--- src/core/gage_lock_consts.svh ---
`ifndef GAGE_LOCK_CONSTS_SVH
`define GAGE_LOCK_CONSTS_SVH

// ==========================================================
// shared-memory backplane word map (word addresses)
`define BP_ADDR_W 10
`define HSK_WORD 10'h000
`define FLAGS_A_WORD 10'h01E
`define FLAGS_B_WORD 10'h01F
`define CMD_FIRST_WORD 10'h002
`define CMD_LAST_WORD 10'h009

// ==========================================================
// handshake word fields
`define HSK_LOCK_BIT 0
`define HSK_BUSY_BIT 2
`define HSK_RESET 16'h0000

// ==========================================================
// result image layout
`define NUM_GAGES 12
`define GAGES_PER_BYTE 4
`define FLAGS_A_LSB 8
`define IMG_RESET 16'h0000
`define CMD_BITS 128
`define CMD_WORD_W 16
`define CMD_IDX_W 3

// ==========================================================
// port numbering of the same images, kept for reference
`define RIO_WORD_A 6
`define RIO_WORD_B 7
`define RIO_UPPER_LSB 8
`define HEX_BYTE_A 31
`define HEX_BYTE_B 32
`define HEX_BYTE_C 33
`define SER_BYTE_A 36
`define SER_BYTE_B_LO 39
`define SER_BYTE_B_HI 38

`endif

--- src/core/gage_lock_pkg.sv ---
`include "gage_lock_consts.svh"

package gage_lock_pkg;

   // ==========================================================
   // carriers
   // index 0 is gage 53, index 11 is gage 64; 1 = fail
   typedef struct packed {
      logic [`NUM_GAGES-1:0] fault;
      logic [`NUM_GAGES-1:0] warn;
   } gage_flags_t;

   typedef struct packed {
      logic rd;
      logic wr;
      logic [`BP_ADDR_W-1:0] addr;
      logic [15:0] wdata;
   } bp_req_t;

   typedef struct packed {
      logic valid;
      logic [15:0] rdata;
   } bp_rsp_t;

   typedef struct packed {
      logic [15:0] word_a;
      logic [15:0] word_b;
   } rio_image_t;

   typedef struct packed {
      logic [7:0] byte_a;
      logic [7:0] byte_b;
      logic [7:0] byte_c;
   } hex_image_t;

   typedef struct packed {
      logic [7:0] byte_a;
      logic [7:0] byte_b_hi;
      logic [7:0] byte_b_lo;
   } ser_image_t;

   typedef enum logic [1:0] {
      ST_IDLE = 2'b00,
      ST_WR_A = 2'b01,
      ST_WR_B = 2'b10,
      ST_DONE = 2'b11
   } post_state_t;

endpackage

--- src/core/gage_flags_and_data_lock.sv ---
`timescale 1ns/1ps
`include "gage_lock_consts.svh"
// Summary of operation
// - each gage reports a warning and a fault flag, 0 for pass, 1 for fail.
// - backplane word 30 bits 8-15 hold gages 53-56, word 31 gages 57-64.
// - remote I/O shows the flags in words 6 and 7, upper byte octal 10-17.
// - hex serial bytes 31, 32, 33 carry gages 53, 57, 61 in groups of four.
// - byte serial swaps bytes: word 30 high to 36, 31 low to 39, high to 38.
// - the data-lock handshake word exists on the backplane only.
// - while host lock bit 0 of word 0 is 1 the module writes no backplane results.
// - the module holds bit 2 of word 0 high for the whole results write.
// - the command bits are reachable from backplane and remote I/O alike.
// - remote I/O bit numbers are octal, everything else decimal.
// - backplane posts at completion, other ports only at program end.

module gage_flags_and_data_lock (
   input wire logic clk_sys,
   input wire logic srst,
   input wire logic ce,
   input wire gage_lock_pkg::bp_req_t bp_req,
   output gage_lock_pkg::bp_rsp_t bp_rsp,
   input wire logic result_valid,
   input wire gage_lock_pkg::gage_flags_t result_flags,
   input wire logic prog_end,
   input wire logic rio_cmd_we,
   input wire logic [`CMD_IDX_W-1:0] rio_cmd_idx,
   input wire logic [`CMD_WORD_W-1:0] rio_cmd_data,
   output gage_lock_pkg::rio_image_t rio_img,
   output gage_lock_pkg::hex_image_t hex_img,
   output gage_lock_pkg::ser_image_t ser_img,
   output logic [`CMD_BITS-1:0] cmd_bits,
   output logic host_lock,
   output logic dev_busy
);
   import gage_lock_pkg::*;

   // ==========================================================
   // flag packing
   // warning on the even bit, fault on the odd bit above it
   function automatic logic [7:0] pack_group(input gage_flags_t g,
                                             input int grp);
      logic [3:0] w;
      logic [3:0] f;
      w = g.warn[grp*`GAGES_PER_BYTE +: `GAGES_PER_BYTE];
      f = g.fault[grp*`GAGES_PER_BYTE +: `GAGES_PER_BYTE];
      pack_group = {f[3], w[3], f[2], w[2], f[1], w[1], f[0], w[0]};
   endfunction

   // ==========================================================
   // state
   post_state_t state_r;
   post_state_t state_nxt;
   gage_flags_t latest_r;
   gage_flags_t stage_r;
   logic pend_r;
   logic pend_nxt;
   logic lock_r;
   logic busy_r;
   logic busy_nxt;
   logic [7:0] img_a_r;
   logic [15:0] img_b_r;
   logic [`CMD_BITS-1:0] cmd_r;
   bp_rsp_t rsp_r;
   rio_image_t rio_r;
   hex_image_t hex_r;
   ser_image_t ser_r;

   // ==========================================================
   // backplane address decode
   wire hit_hsk = bp_req.addr == `HSK_WORD;
   wire hit_a = bp_req.addr == `FLAGS_A_WORD;
   wire hit_b = bp_req.addr == `FLAGS_B_WORD;
   wire hit_cmd = (bp_req.addr >= `CMD_FIRST_WORD) &&
                  (bp_req.addr <= `CMD_LAST_WORD);
   wire [`BP_ADDR_W-1:0] cmd_off = bp_req.addr - `CMD_FIRST_WORD;
   wire [`CMD_IDX_W-1:0] bp_cmd_idx = cmd_off[`CMD_IDX_W-1:0];
   wire [6:0] bp_cmd_lsb = {bp_cmd_idx, 4'h0};
   wire [6:0] rio_cmd_lsb = {rio_cmd_idx, 4'h0};

   // reserved bits of the handshake word read back as zero
   wire [15:0] hsk_word = {13'h0000, busy_r, 1'b0, lock_r};
   wire [15:0] img_a_word = {img_a_r, 8'h00};
   wire [15:0] cmd_word = cmd_r[bp_cmd_lsb +: `CMD_WORD_W];

   // the handshake word answers only on this port
   wire [15:0] rd_word = hit_hsk ? hsk_word :
                         hit_a ? img_a_word :
                         hit_b ? img_b_r :
                         hit_cmd ? cmd_word :
                         16'h0000;

   wire wr_hsk = bp_req.wr && hit_hsk;
   wire wr_cmd_bp = bp_req.wr && hit_cmd;

   // ==========================================================
   // result posting sequence
   // a result that lands mid-post waits in latest_r, so the two
   // image words always belong to the same inspection
   wire gage_flags_t newest = result_valid ? result_flags : latest_r;
   wire want_post = pend_r || result_valid;
   wire start_post = (state_r == ST_IDLE || state_r == ST_DONE) &&
                     want_post && !lock_r;
   wire step_ok = !lock_r;

   wire [7:0] grp_a = pack_group(stage_r, 0);
   wire [7:0] grp_b = pack_group(stage_r, 1);
   wire [7:0] grp_c = pack_group(stage_r, 2);

   // other ports take the newest result, not the staged one
   wire [7:0] out_a = pack_group(newest, 0);
   wire [7:0] out_b = pack_group(newest, 1);
   wire [7:0] out_c = pack_group(newest, 2);

   always_comb begin
      state_nxt = state_r;
      case (state_r)
         ST_IDLE: begin
            if (start_post) begin
               state_nxt = ST_WR_A;
            end
         end
         ST_WR_A: begin
            if (step_ok) begin
               state_nxt = ST_WR_B;
            end
         end
         ST_WR_B: begin
            if (step_ok) begin
               state_nxt = ST_DONE;
            end
         end
         ST_DONE: begin
            if (start_post) begin
               state_nxt = ST_WR_A;
            end else begin
               state_nxt = ST_IDLE;
            end
         end
         default: begin
            state_nxt = ST_IDLE;
         end
      endcase
   end

   // busy spans every cycle in which an image word may change
   assign busy_nxt = (state_nxt == ST_WR_A) || (state_nxt == ST_WR_B);
   // a new result arriving as the post starts stays pending
   assign pend_nxt = result_valid || (pend_r && !start_post);

   // ==========================================================
   // sequencer and handshake registers
   always_ff @(posedge clk_sys) begin
      if (srst) begin
         state_r <= ST_IDLE;
         pend_r <= 1'b0;
         busy_r <= 1'b0;
         lock_r <= 1'b0;
         latest_r <= '0;
         stage_r <= '0;
      end else if (ce) begin
         state_r <= state_nxt;
         pend_r <= pend_nxt;
         busy_r <= busy_nxt;
         if (result_valid) begin
            latest_r <= result_flags;
         end
         if (start_post) begin
            stage_r <= newest;
         end
         if (wr_hsk) begin
            // only the lock bit is writable
            lock_r <= bp_req.wdata[`HSK_LOCK_BIT];
         end
      end
   end

   // ==========================================================
   // backplane result image, posted as soon as it is ready
   always_ff @(posedge clk_sys) begin
      if (srst) begin
         img_a_r <= 8'h00;
         img_b_r <= `IMG_RESET;
      end else if (ce) begin
         if (state_r == ST_WR_A && step_ok) begin
            img_a_r <= grp_a;
         end
         if (state_r == ST_WR_B && step_ok) begin
            img_b_r <= {grp_c, grp_b};
         end
      end
   end

   // ==========================================================
   // remote I/O and serial images, refreshed at program end
   always_ff @(posedge clk_sys) begin
      if (srst) begin
         rio_r <= '0;
         hex_r <= '0;
         ser_r <= '0;
      end else if (ce && prog_end) begin
         // upper byte is octal bits 10-17
         rio_r.word_a <= {out_a, 8'h00};
         rio_r.word_b <= {out_c, out_b};
         hex_r.byte_a <= out_a;
         hex_r.byte_b <= out_b;
         hex_r.byte_c <= out_c;
         ser_r.byte_a <= out_a;
         ser_r.byte_b_lo <= out_b;
         ser_r.byte_b_hi <= out_c;
      end
   end

   // ==========================================================
   // command bits from either port
   // backplane wins when both write in the same cycle
   always_ff @(posedge clk_sys) begin
      if (srst) begin
         cmd_r <= '0;
      end else if (ce) begin
         if (wr_cmd_bp) begin
            cmd_r[bp_cmd_lsb +: `CMD_WORD_W] <= bp_req.wdata;
         end else if (rio_cmd_we) begin
            cmd_r[rio_cmd_lsb +: `CMD_WORD_W] <= rio_cmd_data;
         end
      end
   end

   // ==========================================================
   // backplane read answer, one cycle after the request
   // the host must pick a quiet moment to read
   always_ff @(posedge clk_sys) begin
      if (srst) begin
         rsp_r <= '0;
      end else if (ce) begin
         rsp_r.valid <= bp_req.rd;
         rsp_r.rdata <= bp_req.rd ? rd_word : 16'h0000;
      end
   end

   assign bp_rsp = rsp_r;
   assign rio_img = rio_r;
   assign hex_img = hex_r;
   assign ser_img = ser_r;
   assign cmd_bits = cmd_r;
   assign host_lock = lock_r;
   assign dev_busy = busy_r;

endmodule

--- config.mk ---
export PLATFORM = sky130hd
export DESIGN_NAME = gage_flags_and_data_lock
export DESIGN_NICKNAME = d
export VERILOG_FILES = /design/src/core/gage_lock_pkg.sv /design/src/core/gage_flags_and_data_lock.sv
export VERILOG_INCLUDE_DIRS = /design/src /design/src/core
export SDC_FILE = /design/constraint.sdc
export NUM_CORES = 1
export LEC_CHECK = 0
export CORE_MARGIN = 2
export CORE_UTILIZATION = 58
export CTS_CLUSTER_DIAMETER = 150
export DETAILED_ROUTE_END_ITERATION = 10
export DONT_BUFFER_PORTS = 1
export GPL_TIMING_DRIVEN = 1
export PLACE_DENSITY = 0.76
export REMOVE_ABC_BUFFERS = 1
export SETUP_SLACK_MARGIN = 0.5
export SYNTH_ARGS = -nofsm -noshare
export SYNTH_HDL_FRONTEND = slang
export SYNTH_SLANG_ARGS = --single-unit
--- constraint.sdc ---
create_clock -name clk_sys -period 3.8 [get_ports clk_sys]
set_clock_uncertainty 0.2 [all_clocks]
set_input_delay 0.76 -clock clk_sys [delete_from_list [all_inputs] [get_ports clk_sys]]
set_output_delay 0.76 -clock clk_sys [all_outputs]
set_load 0.02 [all_outputs]
==> metrics.yaml, run 1 <==
yosys:
  synthArstFlopShare_pct: 0
  synth.area.top_cells: "dfxtp_1 (36%), nand2_1 (7.1%), mux2i_1 (6.5%), mux4_2 (5.2%), a21oi_1 (5.1%)"
  ys_top_cells_by_count: "nand2_1 (261), dfxtp_1 (246), a21oi_1 (140)"
  ys_seq_area_share_pct: 35.67
  ys_ff_latch: 246
  post-synth-top-area-cell: "dfxtp_1"
  synth_area_um2: 13810
  synth-edff-count: 0
  yosysMostFrequentCell: "nand2_1"
  syn_inst: 1633
  yosys_warnings: 0
  syn_avg_cell_area_um2: 8.456
  synth_top_cell_area_share_pct: 35.67
  synth_top_flop_cell: "dfxtp_1"
  ys_types: 62
power_and_ir_drop:
  pwr-share-comb_pct: 10.9
  p_leak_uw: 0.005253
  pwr-share-clk_pct: 41.9
  swShare_pct: 27.53
  p_int_uw: 4306
  p_sw_uw: 1636
  vdd_drop_max_mv: 0.2993
  powerDensity_nw_per_um2: 410.6
  seqPwrFrac_pct: 47.2
floorplan:
  rows: 56
  die_h_um: 158.3
  dieArea_um2: 25060
  dieWidth_um: 158.3
  boundaryPins: 304
  start_util_pct: 59.00
  coreArea_um2: 23400
layout:
  seqCellArea_um2: 4925
  stdcell_area_um2: 14470
  multi_input_area_um2: 7646
  fill_cells: 2048
  final_layout_size_suffix_gt1_share_pct: 11.14
  area_growth_syn_to_layout_pct: 4.803
  finalNetCount: 1607
clock_tree:
  cts_setup_buffers: 0
  cts_root_buf: "clkbuf_16"
  worst_skew_pair.late_latency_ns: 0.55
  clock_path_buffers: 3
  cts-buffers-inserted: 27
  cts_tree: "done"
  cts_resized: 0
  hold_buffers: 0
  clock_sinks: 246
  clk_pin_slew_ns: 0.06
  h-tree-depth: 1
route:
  ant_nets: 0
  routed_wl_mm: 47.96
  vias: 13000
  wl_per_cell_um: 25.84
  vias_per_cell: 7.006
  drt_iter0_drc: 1706
  drc_errors: 0
  first_pass_iters: 7
critical_path:
  r2r_end: "dev_busy$_SDFFE_PP0P_"
  worst_setup_path_end_kind: "register"
  cp-start-kind: "input port"
  r2r_cells: 7
  arrival_ns: 3.34
  criticalPathCategory: "in2reg"
  path_max_fanout: 30
  cp.required_ns: 4.05
  reg2reg_from: "state_r[1]$_SDFFE_PP0P_"
  r2r_slack_ns: 1.41
placed_design:
  io_buffers: 0
  gp_congestion: 0.9657
  dpl.hpwl_mm: 32.06
  placed_cell_area_um2: 13650
sta:
  finalHoldViolations: 0
  rsz0062_at_grt: "no"
  fin_crit_sh_pct: 81.32
  holdWs_ns: 0.08901
  min_period_ns: 3.090
  slew_headroom_pct: 24.80
  setup_viol: 0
  fmax_mhz: 323.6
  tightest_slew_ns: 1.124
  finalMaxSlewViolations: 0
  tns_ns: 0
global_routing:
  use_met2_pct: 54.02
  top_usage_layer: "met2"
  grt_pass1_vias: 11900
  grtUsageMet3_pct: 13.53
  use_met1_pct: 47.53
  grt_max_degree: 138
  overflow: 0
  track_usage_pct: 36.61
  grt_pass1_wl_mm: 70.24
  antenna_found_initial: 1
min_path:
  holdPathStages: 1
  hold_path.startpoint: "srst"
  holdPathEnd: "cmd_bits[60]$_SDFFE_PP0P_"
  hp-class: "in2reg"
run_status:
  status: "completed"
flow_run:
  max-cap-violations: 0
[stage by stage]
| step | util (%) | power (uW) | setup WS, ns | std cells |
|---|---|---|---|---|
| 6_report | 61.84 | 5942 | 0.7098 | 1856 |
| 5_1_grt | 61.82 | 6103 | 0.6503 | 1854 |
| 4_1_cts | 61.82 | 5925 | 0.7925 | 1854 |
| 3_5_place_dp | 58.31 | 3486 | 0.2616 | 1807 |
| 3_3_place_gp | 58.31 | 3473 | 0.3413 | 1807 |
| 2_1_floorplan | - | 3281 | -1.464 | 1426 |
[power groups by stage]
stage               sequential (uW)  combinational (uW)  clock [uW]
detailed placement             2860                 625           0
floorplan                      2840                 439           0
global route                   2820                 692        2590
CTS                            2810                 628        2490
global placement               2860                 614           0
finish                         2800                 649        2490
[cell usage in the layout, fill, tap and decap left out, types with 8 or more instances in the layout]
cell type | Yosys | final
buf_4 | 61 | 57
a21oi_1 | 140 | 140
nand4b_1 | 34 | 34
dfxtp_1 | 246 | 246
inv_1 | 34 | 34
o31ai_1 | 35 | 35
nand3_1 | 26 | 26
nand2_1 | 261 | 261
nand4_1 | 20 | 20
a22oi_1 | 50 | 50
mux4_2 | 32 | 32
o21ai_0 | 84 | 84
nor4_1 | 65 | 64
clkbuf_1 | 96 | 10
ha_1 | 13 | 13
nor3_1 | 37 | 37
clkbuf_16 | 0 | 27
mux2i_1 | 89 | 89
a221oi_1 | 10 | 10
and2_1 | 14 | 13
a211oi_1 | 79 | 79
nor2_1 | 55 | 55
conb_1 | 1 | 8
[cell type report]
type	count	area share, %
sequential	246	34.03
timing repair buffer	62	3.649
clock buffer	43	5.499
inverter	39	1.029
tap	319	2.758
clock inverter	4	0.1643
multi-input combinational	1141	52.84
antenna	2	0.03458
[sequential cells by signal, indices dropped and copies added (netlist names)]
register   count
state_r        2
img_b_r       16
bp_rsp        17
rio_img       24
img_a_r        8
cmd_bits     128
grp_a          8
pend_r         1
grp_b          8
grp_c          8
latest_r      24
host_lock      1
dev_busy       1
[worst max-delay path by stage]
stage	depth (start not counted)	endpoint	from
floorplan	3	grp_a[0]$_SDFFE_PP0P_	ce
finish	7	cmd_bits[18]$_SDFFE_PP0P_	bp_req[17]
global placement	7	cmd_bits[16]$_SDFFE_PP0P_	bp_req[17]
detailed placement	7	cmd_bits[16]$_SDFFE_PP0P_	bp_req[17]
CTS	7	cmd_bits[18]$_SDFFE_PP0P_	bp_req[17]
global route	7	cmd_bits[62]$_SDFFE_PP0P_	bp_req[17]
[worst max-delay path: stages]
cell and delay (ns):
clkinv_1 0.21, ha_1 0.33, o21bai_4 0.09, a211oi_4 0.77, a2111oi_4 0.17, or2_1 0.62
a311oi_1 0.36
[per-layer routing]
metal	vias to the layer above	wire [um]
met3	187	7270
met1	6106	17980
met2	973	20120
met5	-	0
met4	0	2584
li1	5737	-
[kinds of logic (layout without fill, tap and decap cells)]
| kind of cell | after synthesis | in the layout | synth area share, % |
|---|---|---|---|
| AOI/OAI and AO/OA | 444 | 444 | 21.59 |
| other | 1 | 10 | 0.02716 |
| buffers and inverters | 253 | 148 | 9.224 |
| and+or+nand+nor | 555 | 555 | 20.64 |
| DFF | 246 | 246 | 35.67 |
| adders and majority gates | 13 | 13 | 1.178 |
| muxes | 121 | 121 | 11.67 |
(Power assumes the default switching activity.)
==> run 2, diff against run 1 <==
CORE_UTILIZATION = 65   (was 58)
PLACE_DENSITY = 0.81   (was 0.76)
clock period = 3 ns   (was 3.8 ns; I/O delays follow)
==> run 2 against run 1 <==
Net effect: die area down 11%; wire length grew 3.1%; largest power group unchanged; cell count rose by 2.3%; critical path depth did not move; clock power up 37%; total power rose by 33%; register-to-register slack lost 0.86 ns; global-route usage grew 6.1 points; sequential share of layout area is 2.3 points lower.
==> metrics.yaml, run 2 (synthesized netlist as in run 1, its figures left out) <==
route:
  routed_wl_mm: 49.43  # +3.1%
  drc_errors: 0  # unchanged
  vias: 13480  # +3.7%
  first_pass_iters: 8  # +1
  dr_wl_met2_mm: 21.25  # +5.6%
  wl_per_cell_um: 26.03  # +0.74%
  ant_nets: 0  # unchanged
  wl_met1_mm: 17.11  # -4.8%
  drt_iter0_drc: 1568  # -8.1%
  dr.max_layer_used: "met5"
  vias_per_cell: 7.098  # +1.3%
  met3WireLength_mm: 7.971  # +9.6%
critical_path:
  path_depth: 7  # unchanged
  r2r_cells: 7  # unchanged
  crit_chain: "inv_1 > ha_2 > nor3_1 > a221oi_2 > nand2_1 > a21oi_1 > dlygate4sd3_1"
  cp.required_ns: 3.29  # -0.76 ns
  critPathTopFamily: "buffers and inverters"
  r2r_slack_ns: 0.55  # -0.86 ns
  worst_setup_path_end_kind: "register"
  path_max_fanout: 11  # -63%
  endpoint: "state_r[1]$_SDFFE_PP0P_"
  worst-path-buf-inv: 2  # +1
  criticalPathCategory: "reg2reg"
  cp-startpoint: "state_r[1]$_SDFFE_PP0P_"
  cp_slowest_cell: "dlygate4sd3_1"
  reg2reg_from: "state_r[1]$_SDFFE_PP0P_"
  slowest_delay_ns: 0.60  # -0.17 ns
  cp-start-kind: "register"
  r2r_end: "state_r[1]$_SDFFE_PP0P_"
  arrival_ns: 2.74  # -0.60 ns
sta:
  finalMaxSlewViolations: 0  # unchanged
  finalHoldViolations: 0  # unchanged
  min_period_ns: 2.448
  rsz0062_at_grt: "no"
  fin_crit_sh_pct: 81.59
  setup_viol: 0  # unchanged
  tns_ns: 0  # unchanged
  tightest_slew_ns: 0.9820  # -0.1419 ns
  holdWs_ns: 0.004170  # -0.08484 ns
  final.setup.worst_slack_ns: 0.5523  # -0.1575 ns
  fmax_mhz: 408.5
  slew_headroom_pct: 34.38  # +9.6 points
global_routing:
  overflow: 0  # unchanged
  grt_max_degree: 97  # -30%
  track_usage_pct: 42.67  # +6.1 points
  grt_pass1_wl_mm: 74.28  # +5.7%
  antenna_found_initial: 1  # unchanged
  grt_pass1_vias: 12980  # +9.1%
placed_design:
  place_inst: 1790  # -0.94%
  dpl.hpwl_mm: 32.23  # +0.55%
  io_buffers: 0  # unchanged
  gp_congestion: 1.032  # +6.9%
  post-place-ws_ns: -0.006482  # -0.2681 ns
floorplan:
  die_h_um: 149.8  # -5.4%
  coreArea_um2: 20960  # -10%
  boundaryPins: 304  # unchanged
  start_util_pct: 65.89  # +6.9 points
  rows: 53  # -5.4%
  dieWidth_um: 149.8  # -5.4%
  dieArea_um2: 22430  # -11%
flow_run:
  max-cap-violations: 0  # unchanged
layout:
  final_common_cell: "nand2_1"
  largest_reg_flops: 128  # unchanged
  seqCellArea_um2: 4926  # about the same
  final_layout_size_suffix_gt1_share_pct: 13.62  # +2.5 points
  utilization_pct: 74.12  # +12 points
  area_growth_syn_to_layout_pct: 12.48
  fill_cells: 1518  # -26%
  layout_common_cells: "nand2_1 (259), dfxtp_1 (245), a21oi_1 (140)"
  final_cells: 1899  # +2.3%
  multi_input_area_um2: 7726  # +1.0%
  finalNetCount: 1693  # +5.4%
power_and_ir_drop:
  p_leak_uw: 0.005837  # +11%
  powerDensity_nw_per_um2: 510.6  # +24%
  vdd_drop_max_mv: 0.4437  # +48%
clock_tree:
  clock_sinks: 246  # unchanged
  h-tree-depth: 1  # unchanged
  cts-buffers-inserted: 27  # unchanged
  clock_path_buffers: 3  # unchanged
  clk_pin_slew_ns: 0.07  # about the same
  worst_skew_pair.late_latency_ns: 0.55  # about the same
  cts_root_buf: "clkbuf_16"
  cts_tree: "done"
run_status:
  status: "completed"
min_path:
  hp-class: "in2reg"
run 2: worst min-delay path by stage:
stage                              from                   endpoint  slack, ns  cells after the start
3_3_place_gp      grp_b[7]$_SDFFE_PP0P_    img_b_r[7]$_SDFFE_PP0P_       0.23                      2
6_report               result_flags[20]  latest_r[20]$_SDFFE_PP0P_      0.004                      2
3_5_place_dp   latest_r[3]$_SDFFE_PP0P_   latest_r[3]$_SDFFE_PP0P_       0.24                      2
2_1_floorplan   img_b_r[2]$_SDFFE_PP0P_    img_b_r[2]$_SDFFE_PP0P_       0.23                      2
5_1_grt                      bp_req[10]  cmd_bits[58]$_SDFFE_PP0P_       0.02                      2
4_1_cts                result_flags[20]  latest_r[20]$_SDFFE_PP0P_     0.0003                      2
run 2: through the flow:
step	power, uW	instance area (um^2)
final	7929	15530
after CTS	7858	15420
after floorplan	4156	12710
after global routing	8120	15530
after detailed placement	4438	13920
after global placement	4417	13920
run 2: area by class of cell:
class                           instances  share of cell area, %
Multi-Input combinational cell       1141                  49.75
Antenna cell                            1                0.01611
Timing Repair Buffer                  148                  9.514
Tap cell                              275                  2.215
Inverter                               39                 0.9587
Clock buffer                           39                  5.027
Clock inverter                         10                 0.8056
Sequential cell                       246                  31.72
run 2: what timing repair did:
item	4_1_cts	5_1_grt
pin swaps	0	2
hold buffers	57	1
setup endpoints to repair	6	107
resized for setup	1	22
endpoints found under the hold margin	138	1
buffers inserted	0	1
run 2: per-layer routing:
metal  vias to the layer above  global-route usage (%)
met3                       234                   16.80
met2                      1068                   63.49
met4                         2                   23.82
met1                      6280                   52.91
li1                       5895                       -
met5                         -                       0
run 2: worst reg2reg max path, cell delays in order, from the launching register on:
cell and delay [ns]:
dfxtp_1 0.35, inv_1 0.17, ha_2 0.38, nor3_1 0.14, a221oi_2 0.24, nand2_1 0.12, a21oi_1 0.18, dlygate4sd3_1 0.60
run 2: report_power, final:
| part | total, uW | leakage (uW) | switching, uW | internal [uW] |
|---|---|---|---|---|
| combinational | 955 | 0.00340 | 586 | 368 |
| clock | 3420 | 0.000445 | 1430 | 1990 |
| sequential | 3560 | 0.00200 | 188 | 3370 |
